## src/design/triple_timer_defines.vh

```
// Register map, field positions, reset values and mode codes of the timer unit
`ifndef TRIPLE_TIMER_DEFINES_VH
`define TRIPLE_TIMER_DEFINES_VH

// Register addresses
`define T0_CONTROL_ADDR 5'h00
`define T0_COMPARE_ADDR 5'h01
`define T0_CAPTURE_ADDR 5'h02
`define T0_COUNT_ADDR 5'h03
`define T1_CONTROL_ADDR 5'h04
`define T1_A_LOW_ADDR 5'h05
`define T1_A_HIGH_ADDR 5'h06
`define T1_B_LOW_ADDR 5'h07
`define T1_B_HIGH_ADDR 5'h08
`define T1_COUNT_LOW_ADDR 5'h09
`define T1_COUNT_HIGH_ADDR 5'h0A
`define T2_CONTROL_ADDR 5'h0C
`define T2_A_LOW_ADDR 5'h0D
`define T2_A_HIGH_ADDR 5'h0E
`define T2_B_LOW_ADDR 5'h0F
`define T2_B_HIGH_ADDR 5'h10
`define T2_COUNT_LOW_ADDR 5'h11
`define T2_COUNT_HIGH_ADDR 5'h12
`define PORT1_FSEL_ADDR 5'h14
`define IRQ_FLAGS_ADDR 5'h15

// Control register fields
`define CTRL_EN_BIT 0
`define CTRL_MODE_LSB 1
`define CTRL_CK_LSB 3

// Reset values
`define CTRL_RESET 8'h00
`define DATA_RESET 8'hFF
`define CAPTURE_RESET 8'h00
`define FSEL_RESET 8'h00

// Internal operating codes of one channel
`define OP_COUNT 3'h0
`define OP_PWM 3'h1
`define OP_CAPT 3'h2
`define OP_ONESHOT 3'h3
`define OP_REPEAT 3'h4

`endif

```

## src/design/triple_timer_counter_unit.v

```verilog
// Three timer/counters with prescaler, clock select, capture and pulse outputs
`timescale 1ns/10ps
`include "triple_timer_defines.vh"

module timer_channel #(
  parameter W = 8
) (
  // Clock and reset
  input wire clock,
  input wire nrst,
  // Control
  input wire tick,
  input wire enable,
  input wire [2:0] op,
  input wire [W-1:0] limit,
  input wire [W-1:0] duty,
  // State and pins
  output wire [W-1:0] count,
  output wire match,
  output wire togglePin,
  output wire pwmPin
);
  // Unit step at counter width, so the increment needs no silent padding
  localparam [W-1:0] countStep = {{(W-1){1'b0}}, 1'b1};
  reg [W-1:0] count_q;
  reg done_q;
  reg match_q;
  reg toggle_q;
  reg pwm_q;
  wire atLimit;
  wire pulseOp;

  assign atLimit = (count_q == limit);
  assign pulseOp = (op == `OP_PWM) || (op == `OP_ONESHOT) || (op == `OP_REPEAT);
  assign count = count_q;
  assign match = match_q;
  assign togglePin = toggle_q;
  assign pwmPin = pwm_q;

  // Counter, match pulse and toggle output
  always @(posedge clock or negedge nrst) begin
    if (!nrst) begin
      count_q <= {W{1'b0}};
      done_q <= 1'b0;
      match_q <= 1'b0;
      toggle_q <= 1'b0;
    end else if (!enable) begin
      count_q <= {W{1'b0}};
      done_q <= 1'b0; // Re-enable arms the one-shot again
      match_q <= 1'b0;
    end else begin
      match_q <= 1'b0;
      if (tick && !done_q) begin
        case (op)
          `OP_COUNT, `OP_ONESHOT, `OP_REPEAT: begin
            if (atLimit) begin
              count_q <= {W{1'b0}};
              match_q <= 1'b1;
              done_q <= (op == `OP_ONESHOT);
              if (op == `OP_COUNT) begin
                toggle_q <= ~toggle_q;
              end
            end else begin
              count_q <= count_q + countStep;
            end
          end
          `OP_PWM: begin
            count_q <= count_q + countStep;
            match_q <= &count_q;
          end
          default: begin
            count_q <= count_q + countStep;
          end
        endcase
      end
    end
  end

  // Pulse output high while count is below the duty value
  always @(posedge clock or negedge nrst) begin
    if (!nrst) begin
      pwm_q <= 1'b0;
    end else begin
      pwm_q <= enable && pulseOp && !done_q && (count_q < duty);
    end
  end
endmodule // timer_channel

module triple_timer_counter_unit (
  // Clock and reset
  input wire clock,
  input wire nrst,
  // Register port
  input wire [4:0] addr,
  input wire [7:0] wdata,
  input wire wr,
  input wire rd,
  output wire [7:0] rdata,
  // Power state
  input wire idleMode,
  input wire stopMode,
  // External pins
  input wire t0ExternalClockPin,
  input wire t1ExternalClockPin,
  input wire highFreqOscClock,
  input wire extIrqLine0,
  input wire extIrqLine11,
  input wire extIrqLine12,
  // Interrupt service
  input wire [2:0] irqAck,
  output wire [2:0] irqRequest,
  // Output pins
  output wire t0TogglePin,
  output wire t0PwmPin,
  output wire t1ComparePin,
  output wire t1PwmPin,
  output wire t2TogglePin,
  output wire t2PwmPin
);
  reg [7:0] t0Control_q;
  reg [7:0] t0CompareData_q;
  reg [7:0] t0CaptureData_q;
  reg [7:0] t1Control_q;
  reg [15:0] t1AData_q;
  reg [15:0] t1BData_q;
  reg [7:0] t2Control_q;
  reg [15:0] t2AData_q;
  reg [15:0] t2BData_q;
  reg [7:0] port1FunctionSelectLow_q;
  reg [2:0] irqFlags_q;
  reg [7:0] rdata_q;
  reg [7:0] rdata_d;
  reg [10:0] presc_q;
  reg [5:0] syncA_q;
  reg [5:0] syncB_q;
  reg [5:0] prev_q;
  wire [5:0] rise;
  wire run;
  wire [7:0] t0Ticks;
  wire [7:0] t1Ticks;
  wire [7:0] t2Ticks;
  wire [2:0] t0Op;
  wire [2:0] t1Op;
  wire [2:0] t2Op;
  wire [7:0] t0Count;
  wire [15:0] t1Count;
  wire [15:0] t2Count;
  wire t0Match;
  wire t1Match;
  wire t2Match;

  // Mode field of a 16-bit timer to channel operation
  function [2:0] op16;
    input [1:0] mode;
    begin
      case (mode)
        2'h0: op16 = `OP_COUNT;
        2'h1: op16 = `OP_CAPT;
        2'h2: op16 = `OP_ONESHOT;
        default: op16 = `OP_REPEAT;
      endcase
    end
  endfunction

  // Two-stage synchronisers and edge detect on outside pins
  always @(posedge clock or negedge nrst) begin
    if (!nrst) begin
      syncA_q <= 6'h00;
      syncB_q <= 6'h00;
      prev_q <= 6'h00;
    end else begin
      syncA_q <= {extIrqLine12, extIrqLine11, extIrqLine0,
        highFreqOscClock, t1ExternalClockPin, t0ExternalClockPin};
      syncB_q <= syncA_q;
      prev_q <= syncB_q;
    end
  end
  assign rise = syncB_q & ~prev_q;

  // Free-running prescaler, frozen in stop mode; idle leaves it running
  assign run = !stopMode;
  always @(posedge clock or negedge nrst) begin
    if (!nrst) begin
      presc_q <= 11'h000;
    end else if (run) begin
      presc_q <= presc_q + 11'h001;
    end
  end

  // Clock-select taps; the two external clock pins and the timer 1 match bypass the stop gating, the fast oscillator input does not
  assign t0Ticks = {rise[0], run & (&presc_q[10:0]), run & (&presc_q[8:0]),
    run & (&presc_q[6:0]), run & (&presc_q[4:0]), run & (&presc_q[2:0]),
    run & (&presc_q[1:0]), run & presc_q[0]};
  assign t1Ticks = {rise[1], run & rise[2], run & (&presc_q[10:0]),
    run & (&presc_q[5:0]), run & (&presc_q[2:0]), run & (&presc_q[1:0]),
    run & presc_q[0], run};
  assign t2Ticks = {t1Match, run & (&presc_q[8:0]), run & (&presc_q[6:0]),
    run & (&presc_q[4:0]), run & (&presc_q[2:0]), run & (&presc_q[1:0]),
    run & presc_q[0], run};

  // Mode decode
  assign t0Op = t0Control_q[`CTRL_MODE_LSB+1] ? `OP_CAPT :
    (t0Control_q[`CTRL_MODE_LSB] ? `OP_PWM : `OP_COUNT);
  assign t1Op = op16(t1Control_q[`CTRL_MODE_LSB+1:`CTRL_MODE_LSB]);
  assign t2Op = op16(t2Control_q[`CTRL_MODE_LSB+1:`CTRL_MODE_LSB]);

  // Timer 0, 8-bit
  timer_channel #(.W(8)) timer0 (
    .clock(clock),
    .nrst(nrst),
    .tick(t0Ticks[t0Control_q[`CTRL_CK_LSB+2:`CTRL_CK_LSB]]),
    .enable(t0Control_q[`CTRL_EN_BIT]),
    .op(t0Op),
    .limit(t0CompareData_q),
    .duty(t0CompareData_q),
    .count(t0Count),
    .match(t0Match),
    .togglePin(t0TogglePin),
    .pwmPin(t0PwmPin)
  );

  // Timer 1, 16-bit
  timer_channel #(.W(16)) timer1 (
    .clock(clock),
    .nrst(nrst),
    .tick(t1Ticks[t1Control_q[`CTRL_CK_LSB+2:`CTRL_CK_LSB]]),
    .enable(t1Control_q[`CTRL_EN_BIT]),
    .op(t1Op),
    .limit(t1AData_q),
    .duty(t1BData_q),
    .count(t1Count),
    .match(t1Match),
    .togglePin(t1ComparePin),
    .pwmPin(t1PwmPin)
  );

  // Timer 2, 16-bit
  timer_channel #(.W(16)) timer2 (
    .clock(clock),
    .nrst(nrst),
    .tick(t2Ticks[t2Control_q[`CTRL_CK_LSB+2:`CTRL_CK_LSB]]),
    .enable(t2Control_q[`CTRL_EN_BIT]),
    .op(t2Op),
    .limit(t2AData_q),
    .duty(t2BData_q),
    .count(t2Count),
    .match(t2Match),
    .togglePin(t2TogglePin),
    .pwmPin(t2PwmPin)
  );

  // Register writes; a capture event wins over a write to the same register
  always @(posedge clock or negedge nrst) begin
    if (!nrst) begin
      t0Control_q <= `CTRL_RESET;
      t0CompareData_q <= `DATA_RESET;
      t0CaptureData_q <= `CAPTURE_RESET;
      t1Control_q <= `CTRL_RESET;
      t1AData_q <= {`DATA_RESET, `DATA_RESET};
      t1BData_q <= {`DATA_RESET, `DATA_RESET};
      t2Control_q <= `CTRL_RESET;
      t2AData_q <= {`DATA_RESET, `DATA_RESET};
      t2BData_q <= {`DATA_RESET, `DATA_RESET};
      port1FunctionSelectLow_q <= `FSEL_RESET;
    end else begin
      if (wr) begin
        case (addr)
          `T0_CONTROL_ADDR: t0Control_q <= wdata;
          `T0_COMPARE_ADDR: t0CompareData_q <= wdata;
          `T1_CONTROL_ADDR: t1Control_q <= wdata;
          `T1_A_LOW_ADDR: t1AData_q[7:0] <= wdata;
          `T1_A_HIGH_ADDR: t1AData_q[15:8] <= wdata;
          `T1_B_LOW_ADDR: t1BData_q[7:0] <= wdata;
          `T1_B_HIGH_ADDR: t1BData_q[15:8] <= wdata;
          `T2_CONTROL_ADDR: t2Control_q <= wdata;
          `T2_A_LOW_ADDR: t2AData_q[7:0] <= wdata;
          `T2_A_HIGH_ADDR: t2AData_q[15:8] <= wdata;
          `T2_B_LOW_ADDR: t2BData_q[7:0] <= wdata;
          `T2_B_HIGH_ADDR: t2BData_q[15:8] <= wdata;
          `PORT1_FSEL_ADDR: port1FunctionSelectLow_q <= wdata;
          default: ;
        endcase
      end
      if (t0Control_q[`CTRL_EN_BIT] && t0Op == `OP_CAPT && rise[3]) begin
        t0CaptureData_q <= t0Count;
      end
      if (t1Control_q[`CTRL_EN_BIT] && t1Op == `OP_CAPT && rise[4]) begin
        t1BData_q <= t1Count;
      end
      if (t2Control_q[`CTRL_EN_BIT] && t2Op == `OP_CAPT && rise[5]) begin
        t2BData_q <= t2Count;
      end
    end
  end

  // Match flags: a new match wins over service in the same cycle
  always @(posedge clock or negedge nrst) begin
    if (!nrst) begin
      irqFlags_q <= 3'h0;
    end else begin
      irqFlags_q <= (irqFlags_q & ~irqAck) | {t2Match, t1Match, t0Match};
    end
  end
  assign irqRequest = irqFlags_q;

  // Read mux
  always @* begin
    case (addr)
      `T0_CONTROL_ADDR: rdata_d = t0Control_q;
      `T0_COMPARE_ADDR: rdata_d = t0CompareData_q;
      `T0_CAPTURE_ADDR: rdata_d = t0CaptureData_q;
      `T0_COUNT_ADDR: rdata_d = t0Count;
      `T1_CONTROL_ADDR: rdata_d = t1Control_q;
      `T1_A_LOW_ADDR: rdata_d = t1AData_q[7:0];
      `T1_A_HIGH_ADDR: rdata_d = t1AData_q[15:8];
      `T1_B_LOW_ADDR: rdata_d = t1BData_q[7:0];
      `T1_B_HIGH_ADDR: rdata_d = t1BData_q[15:8];
      `T1_COUNT_LOW_ADDR: rdata_d = t1Count[7:0];
      `T1_COUNT_HIGH_ADDR: rdata_d = t1Count[15:8];
      `T2_CONTROL_ADDR: rdata_d = t2Control_q;
      `T2_A_LOW_ADDR: rdata_d = t2AData_q[7:0];
      `T2_A_HIGH_ADDR: rdata_d = t2AData_q[15:8];
      `T2_B_LOW_ADDR: rdata_d = t2BData_q[7:0];
      `T2_B_HIGH_ADDR: rdata_d = t2BData_q[15:8];
      `T2_COUNT_LOW_ADDR: rdata_d = t2Count[7:0];
      `T2_COUNT_HIGH_ADDR: rdata_d = t2Count[15:8];
      `PORT1_FSEL_ADDR: rdata_d = port1FunctionSelectLow_q;
      `IRQ_FLAGS_ADDR: rdata_d = {5'h00, irqFlags_q};
      default: rdata_d = 8'h00;
    endcase
  end

  // Read data valid only in the cycle after the strobe
  always @(posedge clock or negedge nrst) begin
    if (!nrst) begin
      rdata_q <= 8'h00;
    end else begin
      rdata_q <= rd ? rdata_d : 8'h00;
    end
  end
  assign rdata = rdata_q;

  // Idle mode needs no action: every clock keeps running
  wire unusedIdle = idleMode;
endmodule // triple_timer_counter_unit

```

## config.mk

```make
export PLATFORM = sky130hd
export DESIGN_NAME = triple_timer_counter_unit
export DESIGN_NICKNAME = d
export VERILOG_FILES = /design/src/design/triple_timer_counter_unit.v
export VERILOG_INCLUDE_DIRS = /design/src /design/src/design
export SDC_FILE = /design/constraint.sdc
export NUM_CORES = 1
export LEC_CHECK = 0
export ABC_AREA = 1
export BUFFER_PORTS_ARGS = -buffer_cell sky130_fd_sc_hd__buf_2
export CORE_MARGIN = 2
export CORE_UTILIZATION = 45
export DETAILED_ROUTE_END_ITERATION = 6
export GPL_ROUTABILITY_DRIVEN = 0
export GPL_TIMING_DRIVEN = 0
export PLACE_DENSITY = 0.6
export SKIP_CTS_REPAIR_TIMING = 1
export SYNTH_ARGS = -nofsm -noshare
export SYNTH_HDL_FRONTEND = slang
export SYNTH_SLANG_ARGS = --single-unit
```

## constraint.sdc

```tcl
create_clock -name clock -period 2.26 [get_ports clock]
set_input_delay 0.452 -clock clock [delete_from_list [all_inputs] [get_ports clock]]
set_output_delay 0.452 -clock clock [all_outputs]
set_load 0.01 [all_outputs]
```

==> results.json <==
{
  "outcome": "finished with violations",
  "violations": "negative hold slack",
  "clock_latency_ns": 0.54,
  "period_minus_slack_ns": 2.14,
  "synth_xor_area_share_pct": 3.38,
  "dp_hpwl_um": 27700,
  "tightestPinTransition_ns": 1.10,
  "antenna_found_initial": 1,
  "ys_seq_area_share_pct": 42.6,
  "root_buffer": "clkbuf_16",
  "hold_slack_ns": -0.0218,
  "finalSetupViolCount": 0,
  "start_kind": "flop",
  "wl_per_cell_um": 18.4,
  "ys.flop_type": "dfrtp_1",
  "ir_drop_mv": 0.616,
  "synthSimpleGateAreaFrac_pct": 29.6,
  "grt_pass1_vias": 10500,
  "grtUsageTotal_pct": 26.9,
  "initial_core_util_pct": 45.5,
  "rows": 60,
  "dpl_worst_slack_ns": -0.293,
  "grt_pass1_wl_um": 59600,
  "cts_tree": "yes",
  "worst_ep_arrival_time_ns": 2.57,
  "io_pins": 45,
  "critPathKind": "reg2reg",
  "critPathRequiredTime_ns": 2.68,
  "dr_wl_met3_um": 2450,
  "tns_ns": 0,
  "min_period_over_period_pct": 94.9,
  "synth_edf_count": 0,
  "cp_max_fo": 8,
  "ant_nets": 0,
  "synth_area_leader_cell": "dfrtp_1",
  "clock_path_buffers": 3,
  "timing.fmax_mhz": 466,
  "synth_top_family_by_area": "simple AND/OR/NAND/NOR gates",
  "r2r_start": "timer2.count[5]",
  "rr_endpoint": "timer2.count[2]",
  "ys_seq_elements": 204,
  "first_pass_iters": 6,
  "post_synth_mux_area_share_pct": 0,
  "fin_worst_skew_ns": 0.0220,
  "dr.max_layer_used": "met4",
  "drive_above_1_share_pct": 15.4,
  "htreeDepth": 1,
  "grt_overflow": 0,
  "routed_wl_um": 37900,
  "hold_viol_final": 24,
  "cts_made_buffers": 25,
  "drt-initial-drc-count": 1043,
  "wl_met1_um": 17200,
  "synth_top_area_share_pct": 27.1,
  "die-width_um": 169,
  "synth_warnings": 0,
  "vias_per_cell": 5.39,
  "r2r_cells": 11,
  "drv_slew": 0,
  "leakagePower_uw": 0.00694,
  "yosys-top-cells-area": "dfrtp_1, nand2_1, dfstp_2",
  "cap_viol_max_count": 0,
  "slew_headroom_pct": 26.6,
  "grt_max_degree": 114,
  "fin_nets": 1786,
  "port-buffer-count": 41,
  "postSynthAreaPerCell_um2": 7.49,
  "die_height_um": 169,
  "synth-compound-area-share_pct": 10.2,
  "async_flop_share_pct": 100,
  "n_fill_cell": 2608,
  "drc": 0,
  "num_vias": 11100,
  "powerDensity_nw_per_um2": 873,
  "fin_ws_ns": 0.116,
  "rsz0062_at_grt": "no",
  "clock-sinks": 204,
  "synth_cells": 1627,
  "die_area_um2": 28400,
  "wl_met2_um": 17100,
  "worst_setup_path_end_kind": "flop",
  "synthAdderAreaFrac_pct": 5.64,
  "core_area_um2": 26800,
  "r2r_slack_ns": 0.12,
  "total_power_uw": 12100,
  "hp-class": "in2async",
  "areaGrowthSynthToFinish_pct": 14.0,
  "ys_types": 52,
  "syn_nets": 1710,
  "syn-cell-area_um2": 12200,
  "clk_pin_slew_ns": 0.06
}
worst max path at each step:
stage | startpoint | slack (ns) | end | cells after the start
2_1_floorplan | presc_q[0] | 0.13 | timer0.togglePin | 12
3_3_place_gp | nrst | -2.88 | timer1.count[0] | 1
3_5_place_dp | presc_q[0] | -0.29 | timer0.togglePin | 12
4_1_cts | presc_q[0] | -0.34 | timer0.match | 11
5_1_grt | timer1.count[5] | 0.002 | timer1.count[1] | 11
6_report | timer2.count[5] | 0.12 | timer2.count[2] | 11
flip-flops by register name (all words and copies together) (netlist names), 8 cells and up:
signal                    cells
t1BData_q                    16
timer1.count                 16
t2BData_q                    16
rdata                         8
t0CaptureData_q               8
presc_q                      11
t2Control_q                   8
timer0.count                  8
t2AData_q                    16
port1FunctionSelectLow_q      8
t1AData_q                    16
t1Control_q                   8
t0Control_q                   8
t0CompareData_q               8
timer2.count                 16
per-stage QoR:
step	hold WS, ns	instances	utilization (%)	instance area (um^2)
2_1_floorplan	0.156	1627	-	12200
3_3_place_gp	0.333	2009	47.9	12800
3_5_place_dp	0.336	2010	48.0	12900
4_1_cts	-0.000134	2056	51.4	13800
5_1_grt	0.00402	2064	51.9	13900
6_report	-0.0218	2064	51.9	13900
cells in the mapped netlist, types with 2 or more instances:
cell type,n
ha_1,55
nor2_1,143
o21a_1,2
inv_1,188
inv_2,18
buf_2,16
a211oi_1,7
nor3_4,3
nor2_2,8
o21ai_0,99
nor3_1,10
buf_6,4
dfrtp_1,132
o211ai_1,3
nor4_1,6
nor2_4,2
nand3_2,4
xor2_1,34
clkbuf_2,4
nand3b_1,3
nand3_1,107
dfstp_2,72
nand2_4,5
a21oi_2,3
o21bai_1,3
o21ai_1,21
nand2_1,515
buf_4,2
a21oi_1,45
nand4_1,18
clkbuf_1,19
nand2_2,13
xnor2_1,13
o22ai_1,32
critical path, stage by stage (launching register included):
cell     delay (ns)
dfrtp_1        0.60
inv_2          0.15
nand2_1        0.11
nand2_1        0.05
nor2_1         0.12
nand2_1        0.07
nor2_1         0.18
nand3_2        0.23
nand2_1        0.22
nand2_2        0.14
nand3_1        0.12
inv_1          0.04
layout make-up:
type,count,area [um^2],area share (%)
antenna,1,2.50,0.0180
clock buffer,31,708,5.10
sequential,204,5200,37.4
tap,341,427,3.07
multi-input combinational,1169,6000,43.2
timing repair buffer,49,295,2.12
inverter,207,785,5.64
buffer,47,267,1.92
clock inverter,15,218,1.57
cells by family after synthesis:
group | Yosys count
flip-flops | 204
adder cells (fa/ha/maj) | 55
XOR/XNOR | 47
AO/OA/AOI/OAI | 223
buffers and inverters | 254
AND/OR/NAND/NOR | 844
layer usage:
| layer | up-vias | GRT usage, % |
|---|---|---|
| li1 | 5351 | - |
| met1 | 5309 | 38.6 |
| met2 | 384 | 42.7 |
| met3 | 76 | 3.20 |
| met4 | 0 | 8.88 |
| met5 | - | 0 |
where the power goes:
part | switching, uW | leakage (uW) | total, uW | internal, uW
Combinational | 1680 | 0.00399 | 2620 | 937
Clock | 1720 | 0.000447 | 4510 | 2790
Sequential | 510 | 0.00250 | 5000 | 4490
layout by cell type, fill, tap and decap left out, types with 4 or more instances in the layout:
master / synthesis / routed
a211oi_1: 7 / 7
a21oi_1: 45 / 45
buf_2: 16 / 56
buf_4: 2 / 9
buf_6: 4 / 4
bufinv_16: 0 / 5
clkbuf_1: 19 / 19
clkbuf_16: 0 / 25
clkbuf_2: 4 / 4
clkbuf_8: 0 / 6
clkinv_2: 0 / 4
clkinvlp_4: 0 / 4
dfrtp_1: 132 / 129
dfstp_2: 72 / 72
ha_1: 55 / 53
inv_1: 188 / 188
inv_2: 18 / 18
nand2_1: 515 / 514
nand2_2: 13 / 13
nand2_4: 5 / 6
nand3_1: 107 / 107
nand3_2: 4 / 4
nand4_1: 18 / 18
nor2_1: 143 / 143
nor2_2: 8 / 8
nor3_1: 10 / 10
nor4_1: 6 / 4
o21ai_0: 99 / 99
o21ai_1: 21 / 21
o22ai_1: 32 / 32
xnor2_1: 13 / 13
xor2_1: 34 / 34
No activity file was read; power rests on OpenSTA's default activity.
